### src/stl_pkg.sv
// shared constants, types and decode helpers for the front-panel block
// assumes a single 100 MHz clock shared by every module of the block
package stl_pkg;

  // clock rate and time figures
  localparam int unsigned CLK_MHZ = 100;
  localparam int unsigned BLINK_HALF_MS = 250;
  localparam int unsigned READ_OFF_MS = 100;
  localparam int unsigned BACKLIGHT_MS = 10000;
  localparam int unsigned BLINK_HALF_CYC = BLINK_HALF_MS * 1000 * CLK_MHZ;
  localparam int unsigned READ_OFF_CYC = READ_OFF_MS * 1000 * CLK_MHZ;
  localparam int unsigned BACKLIGHT_CYC = BACKLIGHT_MS * 1000 * CLK_MHZ;

  // screen geometry
  localparam int unsigned DISP_W = 128;
  localparam int unsigned DISP_H = 32;

  // synchronised pins: two buttons then the address switch
  localparam int unsigned ADDR_W = 5;
  localparam int unsigned SYNC_W = 2 + ADDR_W;
  localparam int unsigned BTN_ENTER_BIT = 0;
  localparam int unsigned BTN_DOWN_BIT = 1;
  localparam int unsigned ADDR_LSB = 2;
  localparam logic [ADDR_W-1:0] MASTER_ADDR = 5'h00;
  localparam int unsigned MAX_SLAVES = 31;

  // version words, values arbitrary
  localparam logic [15:0] SW_VERSION = 16'h0001;
  localparam logic [15:0] HW_VERSION = 16'h0001;

  // register byte offsets
  localparam logic [7:0] REG_CTRL = 8'h00;
  localparam logic [7:0] REG_RESULT = 8'h04;
  localparam logic [7:0] REG_QUALITY = 8'h08;
  localparam logic [7:0] REG_ERRCODE = 8'h0C;
  localparam logic [7:0] REG_IOSTATE = 8'h10;
  localparam logic [7:0] REG_TXDATA = 8'h14;
  localparam logic [7:0] REG_STATUS = 8'h18;

  // field layout
  localparam int unsigned CTRL_READ_EN = 0;
  localparam int unsigned QUAL_W = 7;
  localparam int unsigned ERR_W = 16;
  localparam int unsigned IO_OUT = 0;
  localparam int unsigned IO_IN = 1;
  localparam logic [31:0] ZERO32 = 32'h0000_0000;

  typedef enum logic [2:0] {
    FN_READ, FN_QUAL, FN_INFO, FN_IO, FN_ADDR, FN_ADJ, FN_VER
  } stl_func_e;

  // next display function, wrapping after version
  function automatic stl_func_e stl_next_func(input stl_func_e f);
    case (f)
      FN_READ: stl_next_func = FN_QUAL;
      FN_QUAL: stl_next_func = FN_INFO;
      FN_INFO: stl_next_func = FN_IO;
      FN_IO: stl_next_func = FN_ADDR;
      FN_ADDR: stl_next_func = FN_ADJ;
      FN_ADJ: stl_next_func = FN_VER;
      default: stl_next_func = FN_READ;
    endcase
  endfunction

  // true for every mapped register offset
  function automatic logic stl_reg_hit(input logic [7:0] a);
    stl_reg_hit = (a == REG_CTRL) || (a == REG_RESULT) ||
      (a == REG_QUALITY) || (a == REG_ERRCODE) || (a == REG_IOSTATE) ||
      (a == REG_TXDATA) || (a == REG_STATUS);
  endfunction

endpackage

### src/stl_if.sv
// carriers between the front-panel top and its helper modules
// assumes all users sit on the same clock
`timescale 1ns/1ps

interface stl_pin_if import stl_pkg::*; ();
  logic [SYNC_W-1:0] raw;
  logic [SYNC_W-1:0] level;
  logic [SYNC_W-1:0] fall;
  modport sync (input raw, output level, output fall);
  modport user (output raw, input level, input fall);
endinterface

interface stl_tmr_if;
  logic start;
  logic busy;
  modport timer (input start, output busy);
  modport user (output start, input busy);
endinterface

### src/stl_panel.sv
// front-panel status: power and network indicators, display menu
// assumes an APB master on REF_CLK and decoder/network logic on REF_CLK
//
// Local design decisions: the APB slave port and the address map.
`timescale 1ns/1ps

module stl_panel import stl_pkg::*; #(
  parameter int unsigned BLINK_CYCLES = BLINK_HALF_CYC,
  parameter int unsigned READ_OFF_CYCLES = READ_OFF_CYC,
  parameter int unsigned BACKLIGHT_CYCLES = BACKLIGHT_CYC
) (
  // clock and reset
  input wire logic REF_CLK,
  input wire logic RST,
  // apb slave
  input wire logic PSEL,
  input wire logic PENABLE,
  input wire logic PWRITE,
  input wire logic [7:0] PADDR,
  input wire logic [31:0] PWDATA,
  output logic [31:0] PRDATA,
  output logic PREADY,
  output logic PSLVERR,
  // decoder and self-test
  input wire logic SELFTEST_DONE,
  input wire logic SELFTEST_OK,
  input wire logic GOOD_READ,
  // polling slave
  input wire logic NET_INIT,
  input wire logic NET_COMM_ERR,
  input wire logic NET_LINK_LOST,
  input wire logic NET_POLL,
  output logic TX_VALID,
  output logic [31:0] TX_DATA,
  // operator pins
  input wire logic BTN_ENTER_N,
  input wire logic BTN_DOWN_N,
  input wire logic [ADDR_W-1:0] ADDR_SW,
  // indicators
  output logic POWER_INDICATOR,
  output logic NET_LED_GREEN,
  output logic NET_LED_RED,
  // display
  output logic [2:0] DISP_FUNC,
  output logic [31:0] DISP_VALUE,
  output logic DISP_FLASH,
  output logic DISP_ON,
  output logic BACKLIGHT,
  output logic SLAVE_MODE
);

  typedef struct packed {
    stl_func_e func;
    logic chg_mode;
    logic [31:0] blink_cnt;
    logic blink;
    logic read_en;
    logic [31:0] result;
    logic [QUAL_W-1:0] live_q;
    logic [QUAL_W-1:0] last_q;
    logic [ERR_W-1:0] errcode;
    logic [1:0] io;
    logic [31:0] tx_word;
    logic tx_pending;
    logic tx_valid;
    logic [31:0] tx_data;
    logic [31:0] prdata;
    logic [31:0] disp_value;
  } stl_panel_s;

  stl_panel_s st;
  stl_panel_s next_st;

  stl_pin_if pins ();
  stl_tmr_if off_tmr ();
  stl_tmr_if bl_tmr ();

  stl_pin_sync u_sync (
    .clk(REF_CLK),
    .rst(RST),
    .pins(pins)
  );

  stl_timer #(.CYCLES(READ_OFF_CYCLES)) u_off (
    .clk(REF_CLK),
    .rst(RST),
    .tmr(off_tmr)
  );

  stl_timer #(.CYCLES(BACKLIGHT_CYCLES)) u_bl (
    .clk(REF_CLK),
    .rst(RST),
    .tmr(bl_tmr)
  );

  logic press_enter;
  logic press_down;
  logic [ADDR_W-1:0] addr;
  logic slave;
  logic ready;
  logic apb_wr;
  logic apb_setup;

  assign pins.raw = {ADDR_SW, BTN_DOWN_N, BTN_ENTER_N};
  assign press_enter = pins.fall[BTN_ENTER_BIT];
  assign press_down = pins.fall[BTN_DOWN_BIT];
  assign addr = pins.level[ADDR_LSB +: ADDR_W];
  assign slave = (addr != MASTER_ADDR);
  assign ready = SELFTEST_DONE & SELFTEST_OK & st.read_en;
  assign apb_wr = PSEL & PENABLE & PWRITE;
  assign apb_setup = PSEL & ~PENABLE;

  assign off_tmr.start = GOOD_READ & ready;
  assign bl_tmr.start = press_enter | press_down;

  always_comb begin
    next_st = st;
    next_st.tx_valid = 1'b0;

    // shared blink phase for indicators and flashing display
    if (st.blink_cnt >= 32'(BLINK_CYCLES - 1)) begin
      next_st.blink_cnt = ZERO32;
      next_st.blink = ~st.blink;
    end else begin
      next_st.blink_cnt = st.blink_cnt + 32'h0000_0001;
    end

    // menu navigation
    if (press_enter) begin
      next_st.chg_mode = ~st.chg_mode;
    end
    if (press_down && st.chg_mode) begin
      next_st.func = stl_next_func(st.func);
    end

    if (GOOD_READ) begin
      next_st.last_q = st.live_q;
    end

    // scan data leaves only on a poll addressed to this slave
    if (NET_POLL && slave && st.tx_pending) begin
      next_st.tx_valid = 1'b1;
      next_st.tx_data = st.tx_word;
      next_st.tx_pending = 1'b0;
    end

    // register writes; a new tx word wins over a send in the same cycle
    if (apb_wr) begin
      case (PADDR)
        REG_CTRL: next_st.read_en = PWDATA[CTRL_READ_EN];
        REG_RESULT: next_st.result = PWDATA;
        REG_QUALITY: next_st.live_q = PWDATA[QUAL_W-1:0];
        REG_ERRCODE: next_st.errcode = PWDATA[ERR_W-1:0];
        REG_IOSTATE: next_st.io = PWDATA[1:0];
        REG_TXDATA: begin
          next_st.tx_word = PWDATA;
          next_st.tx_pending = 1'b1;
        end
        default: ;
      endcase
    end

    // read data is captured in the setup phase
    if (apb_setup) begin
      case (PADDR)
        REG_CTRL: next_st.prdata = {31'h0000_0000, st.read_en};
        REG_RESULT: next_st.prdata = st.result;
        REG_QUALITY: next_st.prdata = {25'h000_0000, st.live_q};
        REG_ERRCODE: next_st.prdata = {16'h0000, st.errcode};
        REG_IOSTATE: next_st.prdata = {30'h0000_0000, st.io};
        REG_STATUS: next_st.prdata = {12'h000, st.last_q, addr,
          st.tx_pending, ready, slave, bl_tmr.busy, st.chg_mode, st.func};
        default: next_st.prdata = ZERO32;
      endcase
    end

    // bottom line value for the selected function
    case (st.func)
      FN_READ: next_st.disp_value = st.result;
      FN_QUAL: next_st.disp_value = {25'h000_0000, st.last_q};
      FN_INFO: next_st.disp_value = {16'h0000, st.errcode};
      FN_IO: next_st.disp_value =
        {30'h0000_0000, st.io[IO_IN], st.io[IO_OUT]};
      FN_ADDR: next_st.disp_value = {27'h000_0000, addr};
      FN_ADJ: next_st.disp_value = {25'h000_0000, st.live_q};
      FN_VER: next_st.disp_value = {SW_VERSION, HW_VERSION};
      default: next_st.disp_value = ZERO32;
    endcase
  end

  always_ff @(posedge REF_CLK) begin
    if (RST) begin
      st <= '0;
      st.func <= FN_READ;
    end else begin
      st <= next_st;
    end
  end

  // apb answers with no wait states
  assign PREADY = 1'b1;
  assign PSLVERR = PSEL & PENABLE & ~stl_reg_hit(PADDR);
  assign PRDATA = st.prdata;

  assign TX_VALID = st.tx_valid;
  assign TX_DATA = st.tx_data;

  // power indicator: blink while starting, steady when ready
  assign POWER_INDICATOR = ready ? ~off_tmr.busy :
    (~SELFTEST_DONE & st.blink);

  // network indicator: lost delivery beats the error blink
  assign NET_LED_RED = NET_LINK_LOST |
    (NET_INIT & NET_COMM_ERR & st.blink);
  assign NET_LED_GREEN = slave & NET_INIT & ~NET_COMM_ERR & ~NET_LINK_LOST;

  // two-line screen: function code on top, value below
  assign DISP_FUNC = st.func;
  assign DISP_VALUE = st.disp_value;
  assign DISP_FLASH = st.chg_mode;
  assign DISP_ON = ~st.chg_mode | st.blink;
  assign BACKLIGHT = bl_tmr.busy;
  assign SLAVE_MODE = slave;
endmodule // stl_panel

### src/stl_pin_sync.sv
// three-stage synchroniser for buttons and address switch
// assumes raw pins are asynchronous to REF_CLK
`timescale 1ns/1ps

module stl_pin_sync import stl_pkg::*; (
  // clock and reset
  input wire logic clk,
  input wire logic rst,
  // pins
  stl_pin_if.sync pins
);

  typedef struct packed {
    logic [SYNC_W-1:0] s1;
    logic [SYNC_W-1:0] s2;
    logic [SYNC_W-1:0] s3;
    logic [SYNC_W-1:0] level;
    logic [SYNC_W-1:0] fall;
  } stl_sync_s;

  stl_sync_s st;
  stl_sync_s next_st;

  always_comb begin
    next_st = st;
    next_st.s1 = pins.raw;
    next_st.s2 = st.s1;
    next_st.s3 = st.s2;
    for (int i = 0; i < SYNC_W; i++) begin
      // accept a new level only once stages two and three agree
      if (st.s2[i] == st.s3[i]) begin
        next_st.level[i] = st.s3[i];
      end
      next_st.fall[i] = st.level[i] & ~next_st.level[i];
    end
  end

  always_ff @(posedge clk) begin
    if (rst) begin
      st <= '1;
      st.fall <= '0;
    end else begin
      st <= next_st;
    end
  end

  assign pins.level = st.level;
  assign pins.fall = st.fall;

endmodule // stl_pin_sync

### src/stl_timer.sv
// retriggerable one-shot: busy for CYCLES clocks after the last start
// assumes start is a one-cycle pulse on the same clock
`timescale 1ns/1ps

module stl_timer #(
  parameter int unsigned CYCLES = 16
) (
  // clock and reset
  input wire logic clk,
  input wire logic rst,
  // control
  stl_tmr_if.timer tmr
);

  typedef struct packed {
    logic [31:0] cnt;
    logic busy;
  } stl_tmr_s;

  stl_tmr_s st;
  stl_tmr_s next_st;

  always_comb begin
    next_st = st;
    if (tmr.start) begin
      next_st.cnt = 32'(CYCLES - 1);
      next_st.busy = 1'b1;
    end else if (st.cnt != 32'h0000_0000) begin
      next_st.cnt = st.cnt - 32'h0000_0001;
    end else begin
      next_st.busy = 1'b0;
    end
  end

  always_ff @(posedge clk) begin
    if (rst) begin
      st <= '0;
    end else begin
      st <= next_st;
    end
  end

  assign tmr.busy = st.busy;

endmodule // stl_timer
### config.mk
export PLATFORM = sky130hd
export DESIGN_NAME = stl_panel
export DESIGN_NICKNAME = d
export VERILOG_FILES = /design/src/stl_pkg.sv /design/src/stl_if.sv /design/src/stl_panel.sv /design/src/stl_pin_sync.sv /design/src/stl_timer.sv
export SDC_FILE = /design/constraint.sdc
export NUM_CORES = 1
export LEC_CHECK = 0
export ABC_AREA = 1
export BUFFER_PORTS_ARGS = -buffer_cell sky130_fd_sc_hd__buf_4
export CORE_MARGIN = 10
export CORE_UTILIZATION = 31
export CTS_CLUSTER_SIZE = 8
export DETAILED_ROUTE_END_ITERATION = 7
export GPL_ROUTABILITY_DRIVEN = 0
export MAX_ROUTING_LAYER = met4
export PLACE_DENSITY_LB_ADDON = 0.15
export SLEW_MARGIN = 20
export SYNTH_ARGS = -nofsm -noshare
export SYNTH_HDL_FRONTEND = slang
export SYNTH_HIERARCHICAL = 1
export SYNTH_SLANG_ARGS = --single-unit
### constraint.sdc
create_clock -name REF_CLK -period 3.5 [get_ports REF_CLK]
set_clock_uncertainty 0.2 [all_clocks]
set_input_delay 0.875 -clock REF_CLK [delete_from_list [all_inputs] [get_ports REF_CLK]]
set_output_delay 0.875 -clock REF_CLK [all_outputs]
set_load 0.005 [all_outputs]
==> flow_metrics.tcl <==
set metrics [dict create \
    r2r-end "TX_DATA[29]$_SDFFE_PP0P_" \
    num_io_pins 168 \
    slew_headroom 0.510 \
    clock_sinks 328 \
    cp.arrival_ns 2.00 \
    cts_buffer_depth 3 \
    drc 0 \
    status "finished clean" \
    synth_warnings 6 \
    layout-drive-gt1-share 0.162 \
    path_common_cell "nand3_1" \
    min_path_type "reg -> reg" \
    ff_latch_area_um2 6570 \
    die_x_um 241 \
    final_antenna_net_count 0 \
    worst_pin_slew_ns 0.732 \
    clock_latency_ns 0.58 \
    overflow 0 \
    firstDrtPassIters 6 \
    wirelength_mm 46.6 \
    rsz0062_at_grt "no" \
    finalSetupViolCount 0 \
    num_vias 13200 \
    fin_cells 2782 \
    grt_antenna_before_repair 1 \
    reg2regPathDepth 6 \
    nNetsFinal 2225 \
    chipHeight_um 241 \
    tns_ns 0 \
    timing.final.crit_share 0.877 \
    crit_buf_inv 2 \
    io_buffers 166 \
    cp_top_family "simple AND/OR/NAND/NOR gates" \
    p_leak_nw 7.30 \
    grt_max_degree 66 \
    initial_core_util 0.315 \
    drt_first_iter_violations 818 \
    dieArea_um2 58000 \
    syn_area_um2 15100 \
    htreeDepth 2 \
    nFillCells 5115 \
    wl_per_cell_um 16.8 \
    clk_pin_slew_ns 0.05 \
    avgSynthCellArea_um2 7.19 \
    cts_made_buffers 47 \
    crit_fanout 5 \
    hold_viol_final 0 \
    end_kind "primary output" \
    num_rows 80 \
    critical_path.max_stage_delay_ns 0.49 \
    power.density_nw_per_um2 758 \
    hold_end "u_sync/next_st[14]$_SDFF_PP1_" \
    synth_cells 2105 \
    vdd_drop_max_uv 434 \
    hpwl_mm 34.0 \
    power_mw 13.2 \
    grt_pass1_vias 12800 \
    multi_input_area_um2 6540 \
    r2r_setup_slack_ns 1.25 \
    whs_ns 0.204 \
    cp-start-kind "flip-flop" \
    cts_resized 0 \
    required_ns 2.42 \
    groute.usage.overall 0.161 \
    reg2reg_from "u_sync/pins.level[2]$_SDFF_PP1_" \
    cts_setup_buffers 0 \
    clk_root_buffer_cell "clkbuf_16" \
    holdBufCountCts 0 \
    hp-start "u_sync/next_st[21]$_SDFF_PP1_" \
    cts_tree "yes" \
    slowest_stage "nand3_1" \
    crit_chain "nor2_1, nand3_1, nand3_1, inv_1, buf_4" \
    core_area_um2 47900 \
    clock.fmax_mhz 326 \
    vias_per_cell 4.73 \
    worst-path-stages 5 \
    path_class "reg -> out" \
    finalCriticalPeriod_ns 3.07 \
    syn_to_final_growth_pct 15.1 \
    hold_depth 1 \
    grt_pass1_wl_mm 72.1 \
    place_inst 2727 \
    slew_viol_final 0 \
    max_cap_violations 0 \
    final_util 0.363 \
]
==> final cells by class <==
class	count	share of cell area
multi-input cells	1380	0.376
clock buffers	52	0.0722
well taps	615	0.0442
inverters	218	0.0478
diodes	1	0.000144
flip-flops and latches	328	0.377
repair buffers	186	0.0809
clock inverters	2	0.00144
==> per-stage QoR <==
step	worst slack, ns	cell area (um^2)
6_report	0.430	17400
3_5_place_dp	0.523	16100
4_1_cts	0.300	17400
5_1_grt	0.249	17400
2_1_floorplan	0.812	15100
3_3_place_gp	0.567	16100
==> registers in the layout, indices dropped and copies added, names as in the netlist <==
signal,flops
DISP_FLASH,1
DISP_FUNC,3
DISP_VALUE,32
PRDATA,32
TX_DATA,32
TX_VALID,1
st,131
u_bl/st,32
u_bl/tmr.busy,1
u_off/st,32
u_off/tmr.busy,1
u_sync/next_st,14
u_sync/pins.fall,2
u_sync/pins.level,7
u_sync/st,7
==> worst reg2reg max path: stages, from the launching register on <==
cell     delay, ns
dfxtp_1       0.49
nor2_1        0.07
nand3_1       0.51
nand3_2       0.29
buf_12        0.27
o21ai_0       0.23
a21oi_1       0.07
==> report_power, final <==
group / leakage (nW) / internal (mW) / switching (mW)
Clock: 0.633 / 2.49 / 1.65
Sequential: 2.66 / 4.09 / 0.362
Combinational: 4.01 / 1.61 / 2.98
==> worst max-delay path by stage <==
stage,slack (ns),endpoint,startpoint
2_1_floorplan,0.81,PSLVERR,PADDR[5]
3_3_place_gp,0.57,PSLVERR,PADDR[2]
3_5_place_dp,0.52,PSLVERR,PADDR[2]
4_1_cts,0.30,NET_LED_GREEN,u_sync/pins.level[4]$_SDFF_PP1_
5_1_grt,0.25,NET_LED_GREEN,u_sync/pins.level[2]$_SDFF_PP1_
6_report,0.43,NET_LED_GREEN,u_sync/pins.level[2]$_SDFF_PP1_
==> cell usage in the layout (no fill, tap or decap), drive strengths merged, types with 6 or more instances in the layout <==
cell type,instances
a211oi,6
conb,8
nor3,21
xor2,12
nand2,399
buf,186
xnor2,21
clkinv,6
nor2,366
clkbuf,52
inv,214
o22ai,6
or2,32
a21oi,177
o21ai,166
nand4,13
dfxtp,328
nand3,124
==> per-layer routing <==
layer | up-vias | global-route usage | routed length (um)
met5 | - | - | 0
met4 | 0 | 0.0469 | 1010
met3 | 78 | 0.0346 | 2970
met2 | 351 | 0.254 | 21200
met1 | 6067 | 0.205 | 21400
li1 | 6656 | - | -
Note: power is estimated with default switching activity, not from simulation.
